<file path="config.mk">
export PLATFORM = sky130hd
export DESIGN_NAME = asfe_top
export DESIGN_NICKNAME = d
export VERILOG_FILES = /design/src/rtl/asfe_top.v
export VERILOG_INCLUDE_DIRS = /design/src /design/src/rtl
export SDC_FILE = /design/constraint.sdc
export NUM_CORES = 1
export LEC_CHECK = 0
export BUFFER_PORTS_ARGS = -buffer_cell sky130_fd_sc_hd__buf_2
export CAP_MARGIN = 20
export CORE_ASPECT_RATIO = 1.75
export CORE_UTILIZATION = 55
export DETAILED_ROUTE_END_ITERATION = 12
export GPL_ROUTABILITY_DRIVEN = 0
export PLACE_DENSITY = 0.8
export REMOVE_ABC_BUFFERS = 1
export SYNTH_ARGS = -nofsm -noshare
export SYNTH_HDL_FRONTEND = slang
export SYNTH_SLANG_ARGS = --single-unit
</file>
<file path="constraint.sdc">
create_clock -name aclk -period 2.9 [get_ports aclk]
set_input_delay 0.58 -clock aclk [delete_from_list [all_inputs] [get_ports aclk]]
set_output_delay 0.58 -clock aclk [all_outputs]
set_load 0.02 [all_outputs]
</file>
<file path="src/rtl/asfe_defs.vh">
// Register map, field positions, reset values and timing counts
`ifndef ASFE_DEFS_VH
`define ASFE_DEFS_VH

`define ASFE_OFS_CTRL     4'h0
`define ASFE_OFS_BUF      4'h4
`define ASFE_OFS_BAUD     4'h8

`define ASFE_CTL_RXDONE   0
`define ASFE_CTL_TXDONE   1
`define ASFE_CTL_RX9      2
`define ASFE_CTL_TX9      3
`define ASFE_CTL_RXEN     4
`define ASFE_CTL_MPF      5
`define ASFE_CTL_MODE_LO  6
`define ASFE_CTL_MODE_HI  7

`define ASFE_BAUD_DBL     0
`define ASFE_BAUD_X6      1
`define ASFE_BAUD_TSEL    2

`define ASFE_CTRL_RST     8'h00
`define ASFE_BAUD_RST     3'h0

`define ASFE_MODE0        2'h0
`define ASFE_MODE1        2'h1
`define ASFE_MODE2        2'h2

`define ASFE_MC_TOP12     4'hb
`define ASFE_MC_TOP6      4'h5
`define ASFE_M2_DIV       3'h4

`define ASFE_SAMP_A       4'h7
`define ASFE_SAMP_B       4'h8
`define ASFE_SAMP_C       4'h9
`define ASFE_ROLL         4'hf

`define ASFE_RX_PRELOAD   10'h3ff
`define ASFE_TX_ENDMARK   8'h01
`define ASFE_RX0_FIRST    4'h1
`define ASFE_RX0_LAST     4'h9

`define ASFE_RESP_OK      2'h0
`define ASFE_RESP_ERR     2'h2

`endif

</file>
<file path="src/rtl/asfe_top.v">
// Asynchronous serial frame engine with AXI4-Lite register access
// Summary of operation
// - Mode 1 frame: zero start, eight data bits LSB first, one stop.
// - Mode 1 accepted frame stores its stop bit in rx_ninth_bit.
// - Mode 1 buffer write loads byte plus marker one, flags pending send.
// - Sending starts at the counter rollover after the buffer write.
// - Start bit first, data output a bit later, first shift a bit later.
// - Mode 1 shifts zeros in; marker beside MSB ends send, sets tx_done_flag.
// - Modes 2/3 load tx_ninth_bit; first shift inserts stop one, then zeros.
// - Modes 2/3 end when ninth bit is out; done at eleventh rollover.
// - Receiver hunts a falling edge sampled at sixteen times bit rate.
// - Start edge resets the counter and preloads the shift register with ones.
// - Each bit is the majority of samples at counter states 7, 8, 9.
// - A start bit that is not zero returns the receiver to hunting.
// - Bits enter the shift register; start at far end triggers final load.
// - Load only when rx_done_flag clear and filter off or qualifying bit one.
// - After the final shift the receiver hunts again, accepted or not.
// - Modes 2/3 frame has eleven bits; received ninth bit goes to rx_ninth_bit.
// - Mode 2 tick from oscillator division; mode 3 from timer overflow.
// - Mode 1 rate comes from one of two selectable timer overflows.
// - Shift mode receive samples pin per cycle, done on tenth cycle.
// - Modes 2/3 filter tests the received ninth bit, not the stop bit.
// - Async reception starts only while the receive enable bit is set.
// - baud_double selects the faster mode 2 divider.
//
// The register addresses and the AXI4-Lite slave port were chosen for this implementation.
`include "asfe_defs.vh"

module asfe_top (
	input  wire        aclk,
	input  wire        aresetn,
	input  wire [3:0]  s_axi_awaddr,
	input  wire        s_axi_awvalid,
	output wire        s_axi_awready,
	input  wire [31:0] s_axi_wdata,
	input  wire [3:0]  s_axi_wstrb,
	input  wire        s_axi_wvalid,
	output wire        s_axi_wready,
	output wire [1:0]  s_axi_bresp,
	output wire        s_axi_bvalid,
	input  wire        s_axi_bready,
	input  wire [3:0]  s_axi_araddr,
	input  wire        s_axi_arvalid,
	output wire        s_axi_arready,
	output wire [31:0] s_axi_rdata,
	output wire [1:0]  s_axi_rresp,
	output wire        s_axi_rvalid,
	input  wire        s_axi_rready,
	input  wire        port3_bit0_pin,
	input  wire        timer1_ovf,
	input  wire        timer2_ovf,
	output wire        txd_out
);

	localparam [2:0] RX_HUNT  = 3'h1;
	localparam [2:0] RX_BITS  = 3'h2;
	localparam [2:0] RX_SHIFT = 3'h4;
	localparam [2:0] TX_IDLE  = 3'h1;
	localparam [2:0] TX_START = 3'h2;
	localparam [2:0] TX_DATA  = 3'h4;
	localparam [7:0] CTRL_RST = `ASFE_CTRL_RST;

	function is_mapped;
		input [3:0] a;
		begin
			is_mapped = (a == `ASFE_OFS_CTRL) || (a == `ASFE_OFS_BUF) ||
				(a == `ASFE_OFS_BAUD);
		end
	endfunction

	function maj3;
		input a;
		input b;
		input c;
		begin
			maj3 = (a & b) | (a & c) | (b & c);
		end
	endfunction

	reg        aw_got_ff;
	reg        w_got_ff;
	reg [3:0]  awaddr_ff;
	reg [7:0]  wdata_ff;
	reg        wstrb0_ff;
	reg        bvalid_ff;
	reg [1:0]  bresp_ff;
	reg        rvalid_ff;
	reg [1:0]  rresp_ff;
	reg [31:0] rdata_ff;
	reg [1:0]  mode_ff;
	reg        mpf_ff;
	reg        rxen_ff;
	reg        tx9_ff;
	reg        rx9_ff;
	reg        txdone_ff;
	reg        rxdone_ff;
	reg        baud_double_ff;
	reg        x6_ff;
	reg        tsel_ff;
	reg [7:0]  rx_buf_ff;
	reg [3:0]  mc_cnt_ff;
	reg [1:0]  pre_ff;
	reg        half_ff;
	reg [3:0]  cnt_ff;
	reg        rx_meta_ff;
	reg        rx_sync_ff;
	reg        rx_prev_ff;
	reg [1:0]  samp_ff;
	reg [2:0]  rx_state_ff;
	reg [9:0]  rx_sr_ff;
	reg        rx_first_ff;
	reg [3:0]  rx0_cnt_ff;
	reg [2:0]  tx_state_ff;
	reg [8:0]  tx_sr_ff;
	reg        tx_req_ff;
	reg        tx_shifted_ff;
	reg        txd_ff;

	wire wr_fire = aw_got_ff && w_got_ff;
	wire wr_en   = wr_fire && wstrb0_ff && is_mapped(awaddr_ff);
	wire wr_ctrl = wr_en && (awaddr_ff == `ASFE_OFS_CTRL);
	wire wr_buf  = wr_en && (awaddr_ff == `ASFE_OFS_BUF);
	wire wr_baud = wr_en && (awaddr_ff == `ASFE_OFS_BAUD);

	assign s_axi_awready = !aw_got_ff && !bvalid_ff;
	assign s_axi_wready  = !w_got_ff && !bvalid_ff;
	assign s_axi_bvalid  = bvalid_ff;
	assign s_axi_bresp   = bresp_ff;
	assign s_axi_arready = !rvalid_ff;
	assign s_axi_rvalid  = rvalid_ff;
	assign s_axi_rresp   = rresp_ff;
	assign s_axi_rdata   = rdata_ff;
	assign txd_out       = txd_ff;

	wire [7:0] ctrl_val = {mode_ff, mpf_ff, rxen_ff, tx9_ff, rx9_ff,
		txdone_ff, rxdone_ff};

	// Address and data may arrive in either order
	always @(posedge aclk)
	begin
		if (!aresetn)
		begin
			aw_got_ff <= 1'b0;
			w_got_ff  <= 1'b0;
			awaddr_ff <= 4'h0;
			wdata_ff  <= 8'h00;
			wstrb0_ff <= 1'b0;
			bvalid_ff <= 1'b0;
			bresp_ff  <= `ASFE_RESP_OK;
		end
		else
		begin
			if (s_axi_awvalid && s_axi_awready)
			begin
				aw_got_ff <= 1'b1;
				awaddr_ff <= s_axi_awaddr;
			end
			if (s_axi_wvalid && s_axi_wready)
			begin
				w_got_ff  <= 1'b1;
				wdata_ff  <= s_axi_wdata[7:0];
				wstrb0_ff <= s_axi_wstrb[0];
			end
			if (wr_fire)
			begin
				aw_got_ff <= 1'b0;
				w_got_ff  <= 1'b0;
				bvalid_ff <= 1'b1;
				bresp_ff  <= is_mapped(awaddr_ff) ? `ASFE_RESP_OK : `ASFE_RESP_ERR;
			end
			else if (bvalid_ff && s_axi_bready)
				bvalid_ff <= 1'b0;
		end
	end

	// Reading the buffer has no side effect on the done flag
	always @(posedge aclk)
	begin
		if (!aresetn)
		begin
			rvalid_ff <= 1'b0;
			rresp_ff  <= `ASFE_RESP_OK;
			rdata_ff  <= 32'h0000_0000;
		end
		else if (s_axi_arvalid && s_axi_arready)
		begin
			rvalid_ff <= 1'b1;
			rresp_ff  <= is_mapped(s_axi_araddr) ? `ASFE_RESP_OK : `ASFE_RESP_ERR;
			case (s_axi_araddr)
				`ASFE_OFS_CTRL: rdata_ff <= {24'h000000, ctrl_val};
				`ASFE_OFS_BUF:  rdata_ff <= {24'h000000, rx_buf_ff};
				`ASFE_OFS_BAUD: rdata_ff <= {29'h00000000, tsel_ff, x6_ff,
					baud_double_ff};
				default:        rdata_ff <= 32'h0000_0000;
			endcase
		end
		else if (rvalid_ff && s_axi_rready)
			rvalid_ff <= 1'b0;
	end

	// Baud tick generation
	wire [3:0] mc_top  = x6_ff ? `ASFE_MC_TOP6 : `ASFE_MC_TOP12;
	wire       mc_tick = (mc_cnt_ff == mc_top);
	wire [1:0] m2_shift = {1'b0, baud_double_ff} + {1'b0, x6_ff};
	wire [2:0] m2_div   = `ASFE_M2_DIV >> m2_shift;
	wire [1:0] pre_top  = m2_div[1:0] - 2'h1;
	wire       ovf_sel  = tsel_ff ? timer2_ovf : timer1_ovf;
	// Doubled rate in 6-clock mode cannot exceed one tick per overflow
	wire       t_tick   = ovf_sel && (baud_double_ff || x6_ff || half_ff);
	// mode 2 fixed divider, modes 1/3 timer
	wire       tick     = (mode_ff == `ASFE_MODE2) ? (pre_ff == pre_top) : t_tick;
	wire       roll     = tick && (cnt_ff == `ASFE_ROLL);

	always @(posedge aclk)
	begin
		if (!aresetn)
		begin
			mc_cnt_ff <= 4'h0;
			pre_ff    <= 2'h0;
			half_ff   <= 1'b0;
		end
		else
		begin
			mc_cnt_ff <= mc_tick ? 4'h0 : mc_cnt_ff + 4'h1;
			pre_ff    <= (pre_ff == pre_top) ? 2'h0 : pre_ff + 2'h1;
			if (ovf_sel)
				half_ff <= !half_ff;
		end
	end

	// Receive side
	wire async_mode = (mode_ff != `ASFE_MODE0);
	// falling edge at the tick rate
	wire start_edge = (rx_state_ff == RX_HUNT) && async_mode && rxen_ff &&
		tick && rx_prev_ff && !rx_sync_ff;
	wire bit_val    = maj3(samp_ff[0], samp_ff[1], rx_sync_ff);
	wire bit_time   = (rx_state_ff == RX_BITS) && tick && (cnt_ff == `ASFE_SAMP_C);
	wire [9:0] rx_shifted = {bit_val, rx_sr_ff[9:1]};
	// start bit at the far end
	wire rx_final   = (mode_ff == `ASFE_MODE1) ? !rx_sr_ff[1] : !rx_sr_ff[0];
	// qualifying bit is stop in mode 1, ninth bit otherwise
	wire rx_ninth   = (mode_ff == `ASFE_MODE1) ? bit_val : rx_sr_ff[9];
	wire [7:0] rx_byte = (mode_ff == `ASFE_MODE1) ? rx_sr_ff[9:2] : rx_sr_ff[8:1];
	wire rx_accept  = bit_time && !rx_first_ff && rx_final && !rxdone_ff &&
		(!mpf_ff || rx_ninth);
	wire rx0_done   = (rx_state_ff == RX_SHIFT) && mc_tick &&
		(rx0_cnt_ff == `ASFE_RX0_LAST);

	always @(posedge aclk)
	begin
		if (!aresetn)
		begin
			rx_meta_ff <= 1'b1;
			rx_sync_ff <= 1'b1;
			rx_prev_ff <= 1'b1;
			samp_ff    <= 2'h3;
		end
		else
		begin
			rx_meta_ff <= port3_bit0_pin;
			rx_sync_ff <= rx_meta_ff;
			if (tick)
				rx_prev_ff <= rx_sync_ff;
			if (tick && (cnt_ff == `ASFE_SAMP_A))
				samp_ff[0] <= rx_sync_ff;
			if (tick && (cnt_ff == `ASFE_SAMP_B))
				samp_ff[1] <= rx_sync_ff;
		end
	end

	// shared counter; a start edge realigns it for both directions
	always @(posedge aclk)
	begin
		if (!aresetn)
			cnt_ff <= 4'h0;
		else if (start_edge)
			cnt_ff <= 4'h0;
		else if (tick)
			cnt_ff <= cnt_ff + 4'h1;
	end

	always @(posedge aclk)
	begin
		if (!aresetn)
		begin
			rx_state_ff <= RX_HUNT;
			rx_sr_ff    <= `ASFE_RX_PRELOAD;
			rx_first_ff <= 1'b0;
			rx0_cnt_ff  <= 4'h0;
		end
		else
		begin
			case (rx_state_ff)
				RX_HUNT:
				begin
					if (start_edge)
					begin
						rx_sr_ff    <= `ASFE_RX_PRELOAD;
						rx_first_ff <= 1'b1;
						rx_state_ff <= RX_BITS;
					end
					// shift mode starts on enable with flag clear
					else if (!async_mode && rxen_ff && !rxdone_ff)
					begin
						rx0_cnt_ff  <= 4'h0;
						rx_state_ff <= RX_SHIFT;
					end
				end
				RX_BITS:
				begin
					if (!async_mode)
						rx_state_ff <= RX_HUNT;
					else if (bit_time)
					begin
						if (rx_first_ff && bit_val)
							rx_state_ff <= RX_HUNT;
						else if (!rx_first_ff && rx_final)
							rx_state_ff <= RX_HUNT;
						else
							rx_sr_ff <= rx_shifted;
						rx_first_ff <= 1'b0;
					end
				end
				RX_SHIFT:
				begin
					if (async_mode)
						rx_state_ff <= RX_HUNT;
					else if (mc_tick)
					begin
						rx0_cnt_ff <= rx0_cnt_ff + 4'h1;
						if (rx0_cnt_ff >= `ASFE_RX0_FIRST)
							rx_sr_ff <= {rx_sync_ff, rx_sr_ff[9:1]};
						if (rx0_done)
							rx_state_ff <= RX_HUNT;
					end
				end
				default:
					rx_state_ff <= RX_HUNT;
			endcase
		end
	end

	// Transmit side
	wire tx_end = (tx_state_ff == TX_DATA) && roll && tx_shifted_ff &&
		(tx_sr_ff[8:1] == `ASFE_TX_ENDMARK);

	always @(posedge aclk)
	begin
		if (!aresetn)
		begin
			tx_state_ff   <= TX_IDLE;
			tx_sr_ff      <= 9'h1ff;
			tx_req_ff     <= 1'b0;
			tx_shifted_ff <= 1'b0;
			txd_ff        <= 1'b1;
		end
		else
		begin
			// start low, data from shifter, idle and stop high
			case (tx_state_ff)
				TX_START: txd_ff <= 1'b0;
				TX_DATA:  txd_ff <= tx_sr_ff[0];
				default:  txd_ff <= 1'b1;
			endcase
			case (tx_state_ff)
				TX_IDLE:
				begin
					// Writes in shift mode are not sent
					if (wr_buf && !tx_req_ff && async_mode)
					begin
						tx_sr_ff  <= {(mode_ff == `ASFE_MODE1) ? 1'b1 : tx9_ff, wdata_ff};
						tx_req_ff <= 1'b1;
					end
					else if (tx_req_ff && roll)
					begin
						tx_req_ff     <= 1'b0;
						tx_shifted_ff <= 1'b0;
						tx_state_ff   <= TX_START;
					end
				end
				// data output one bit time after start
				TX_START:
					if (roll)
						tx_state_ff <= TX_DATA;
				TX_DATA:
				begin
					if (roll)
					begin
						// stop one on first shift in modes 2/3
						tx_sr_ff <= {mode_ff[1] && !tx_shifted_ff, tx_sr_ff[8:1]};
						tx_shifted_ff <= 1'b1;
						// last shift ends the send phase
						if (tx_end)
							tx_state_ff <= TX_IDLE;
					end
				end
				default:
					tx_state_ff <= TX_IDLE;
			endcase
		end
	end

	// Control and status; a hardware set wins over a software clear
	always @(posedge aclk)
	begin
		if (!aresetn)
		begin
			mode_ff        <= CTRL_RST[`ASFE_CTL_MODE_HI:`ASFE_CTL_MODE_LO];
			mpf_ff         <= 1'b0;
			rxen_ff        <= 1'b0;
			tx9_ff         <= 1'b0;
			rx9_ff         <= 1'b0;
			txdone_ff      <= 1'b0;
			rxdone_ff      <= 1'b0;
			baud_double_ff <= 1'b0;
			x6_ff          <= 1'b0;
			tsel_ff        <= 1'b0;
			rx_buf_ff      <= 8'h00;
		end
		else
		begin
			if (wr_ctrl)
			begin
				mode_ff <= wdata_ff[`ASFE_CTL_MODE_HI:`ASFE_CTL_MODE_LO];
				mpf_ff  <= wdata_ff[`ASFE_CTL_MPF];
				rxen_ff <= wdata_ff[`ASFE_CTL_RXEN];
				tx9_ff  <= wdata_ff[`ASFE_CTL_TX9];
			end
			if (wr_baud)
			begin
				baud_double_ff <= wdata_ff[`ASFE_BAUD_DBL];
				x6_ff          <= wdata_ff[`ASFE_BAUD_X6];
				tsel_ff        <= wdata_ff[`ASFE_BAUD_TSEL];
			end
			if (tx_end)
				txdone_ff <= 1'b1;
			else if (wr_ctrl)
				txdone_ff <= wdata_ff[`ASFE_CTL_TXDONE];
			// load buffer and ninth bit, set done flag
			if (rx_accept)
			begin
				rxdone_ff <= 1'b1;
				rx9_ff    <= rx_ninth;
				rx_buf_ff <= rx_byte;
			end
			else if (rx0_done)
			begin
				rxdone_ff <= 1'b1;
				rx_buf_ff <= rx_sr_ff[9:2];
			end
			else if (wr_ctrl)
			begin
				rxdone_ff <= wdata_ff[`ASFE_CTL_RXDONE];
				rx9_ff    <= wdata_ff[`ASFE_CTL_RX9];
			end
		end
	end

endmodule // asfe_top

</file>
==> flow_summary.toml <==
[global_routing]
use_met2_pct = 43.8
met1_usage_pct = 24.6
grt_pass1_vias = 3501
grt_busiest_layer = "met2"
grt_pass1_wl_um = 15900
grt.overflow.total = 0
antenna_found_initial = 0
grt_use_total_pct = 23.3
met3_usage_pct = 4.32
grt_max_degree = 49

[logic_synthesis]
ys_seq_area_share_pct = 41.4
synth-edff-count = 0
synth_ff_type = "dfxtp_1"
synthesis.instances = 528
syn_area_sq_um = 4600
ys_warn_count = 0
async_flop_share_pct = 0
ys_types = 61
avgSynthCellArea_sq_um = 8.71
ys_seq_elements = 95

[setup_path]
worstPathRequired_ns = 3.15
path_class = "flip-flop to flip-flop"
cp_max_fo = 9
rrSetupSlack_ns = 0.42
cp_data_arrival_time_ns = 2.74
start_kind = "flip-flop"
end_kind = "flip-flop"

[sta]
finalSetupViolCount = 0
rsz0062_at_grt = "false"
setup_ws_ns = 0.416
finalHoldViolCount = 0
tns_ns = 0
relSlewSlack_pct = 30.7
tightestPinTransition_ns = 1.03
finalMaxSlewViolations = 0
max_freq_mhz = 403
final.min_clock_period_ns = 2.48
timing.final.crit_share_pct = 85.7
finalClockSkew_ns = 0.00821

[clock_network]
cts_buffers = 9
clk_latency_ns = 0.35
cts_sinks = 95
cts-htree-levels = 3
cts_root_buffer = "clkbuf_16"
cts_tree = "built"
cts_max_path_buffers = 2
clk_pin_slew_ns = 0.06
post_cts_buffers = 0
postCtsHoldBufs = 0
ctsResizeCount = 0

[power_and_ir_drop]
peakVddDrop_v = 0.000383
leakagePower_nw = 2.08
p_per_area_nw_per_um2 = 563

[place]
hpwlAfterDp_um = 6890
dp_cells = 647
dp_slack_ns = 0.324
port_buffers = 42

[layout]
fin_cells = 663
antenna_cells = 0
area_growth_pct = 11.2
drive_above_1_share_pct = 16.2
fin_nets = 629

[detailed_routing]
detail-route-antenna-nets = 0
drt_first_pass_iters = 10
routed_wirelength_um = 9590
via_count = 3726
route.detailed.drc = 7
drt_iter0_drc = 198
wl_per_cell_um = 14.5
vias_per_cell = 5.62

[floorplanning]
initial_core_util_pct = 57.3
core_area_sq_um = 8020
ios = 96
die_area_sq_um = 8740
dieWidth_um = 71.1
die_h_um = 123
rows = 43

[worst_hold_path]
hp-class = "input port to flip-flop"

[run_status]
violations = "DRC"
status = "finished, violations left"

[run]
max_cap_violations = 0
-- critical path, cell delays in order (launching register included) --
cell and delay, ns:
dfxtp_1 0.58, nor2b_4 0.11, mux2_4 0.34, or3_4 0.36, or4_4 0.59, mux2i_1 0.16
a211oi_1 0.26
-- kinds of logic after synthesis --
family                   count (synthesis)  share of synthesized area [%]
other                                    1                         0.0816
AND/OR/NAND/NOR                        196                           21.0
buffers and inverters                   63                           7.76
adder cells (fa/ha/maj)                  8                           2.12
flip-flops                              95                           41.4
XOR/XNOR                                 7                           1.33
AO/OA/AOI/OAI                          101                           13.6
multiplexers                            57                           12.7
-- final timing paths --
path | startpoint | endpoint | cells after the start
hold reg to reg | rx_meta_ff | rx_sync_ff | 1
setup reg to reg | mode_ff[1] | rx_buf_ff[4] | 6
setup / recovery | mode_ff[1] | rx_buf_ff[4] | 6
hold / removal | s_axi_rready | s_axi_rvalid | 2
-- per-layer routing --
layer,routed length [um],share of wire (%)
met5,0,0
met4,231,2.4
met3,417,4.3
met2,5100,53
met1,3850,40
-- placed cells by master (no fill, tap or decap), types with 6 or more instances in the layout --
cell,n
nor2_1,73
buf_4,10
ha_1,7
buf_2,42
conb_1,26
a21oi_1,38
dfxtp_1,95
mux2i_1,48
nor3b_1,6
mux2_2,8
nor3_1,9
o21ai_0,24
nand2b_1,7
inv_1,13
a211oi_1,10
clkbuf_16,9
nand3_1,7
nand2_1,54
-- final cells by class --
type | count | area, sq um
Clock buffer | 12 | 256
Clock inverter | 4 | 52.6
Fill cell | 691 | 2900
Inverter | 14 | 52.6
Multi-Input combinational cell | 395 | 2430
Sequential cell | 95 | 1900
Tap cell | 90 | 113
Timing Repair Buffer | 53 | 305
-- where the power goes --
group	internal (mW)	switching, mW
combinational	0.110	0.171
clock	0.718	0.489
sequential	1.35	0.0440
total	2.17	0.704
-- stage by stage --
step | hold WS [ns] | cell area (sq um) | power (mW) | utilization [%]
floorplan | 0.386 | 4390 | 1.60 | -
global placement | 0.392 | 4800 | 1.69 | 59.9
detailed placement | 0.399 | 4800 | 1.70 | 59.9
CTS | 0.402 | 5110 | 2.90 | 63.8
global route | 0.418 | 5110 | 2.98 | 63.8
finish | 0.413 | 5110 | 2.88 | 63.8
-- registers in the layout, indices dropped and copies added (netlist names), 2 cells and up --
register / count
mc_cnt_ff: 4
rx_state_ff: 3
samp_ff: 2
awaddr_ff: 4
rx_sr_ff: 10
tx_sr_ff: 9
wdata_ff: 8
cnt_ff: 4
s_axi_rdata: 8
mode_ff: 2
pre_ff: 2
rx_buf_ff: 8
rx0_cnt_ff: 4
tx_state_ff: 3
-- synth_stat cells (all sizes together), types with 2 or more instances --
master | n | area share, %
inv | 14 | 1.1
a22oi | 4 | 0.65
o21a | 3 | 0.49
buf | 37 | 5.6
nand2 | 54 | 4.4
o311ai | 2 | 0.38
mux2 | 9 | 2.3
nor2b | 5 | 0.84
and3 | 5 | 0.68
nand3b | 5 | 0.82
dfxtp | 95 | 41
a31o | 2 | 0.38
nand3 | 7 | 0.76
o211ai | 5 | 0.93
nand4b | 3 | 0.57
or3 | 2 | 0.41
a211oi | 11 | 1.9
nor2 | 73 | 6.0
nor3 | 10 | 1.2
xor2 | 4 | 0.76
xnor2 | 3 | 0.57
clkbuf | 12 | 0.98
ha | 7 | 1.9
nand2b | 7 | 0.95
mux2i | 48 | 10
a31oi | 3 | 0.41
o21ai | 26 | 2.8
o31ai | 2 | 0.63
or4 | 4 | 0.76
a21oi | 38 | 4.1
nor4b | 2 | 0.38
nor3b | 7 | 1.3
and2 | 5 | 0.68
No activity file was read; power rests on OpenSTA's default activity.
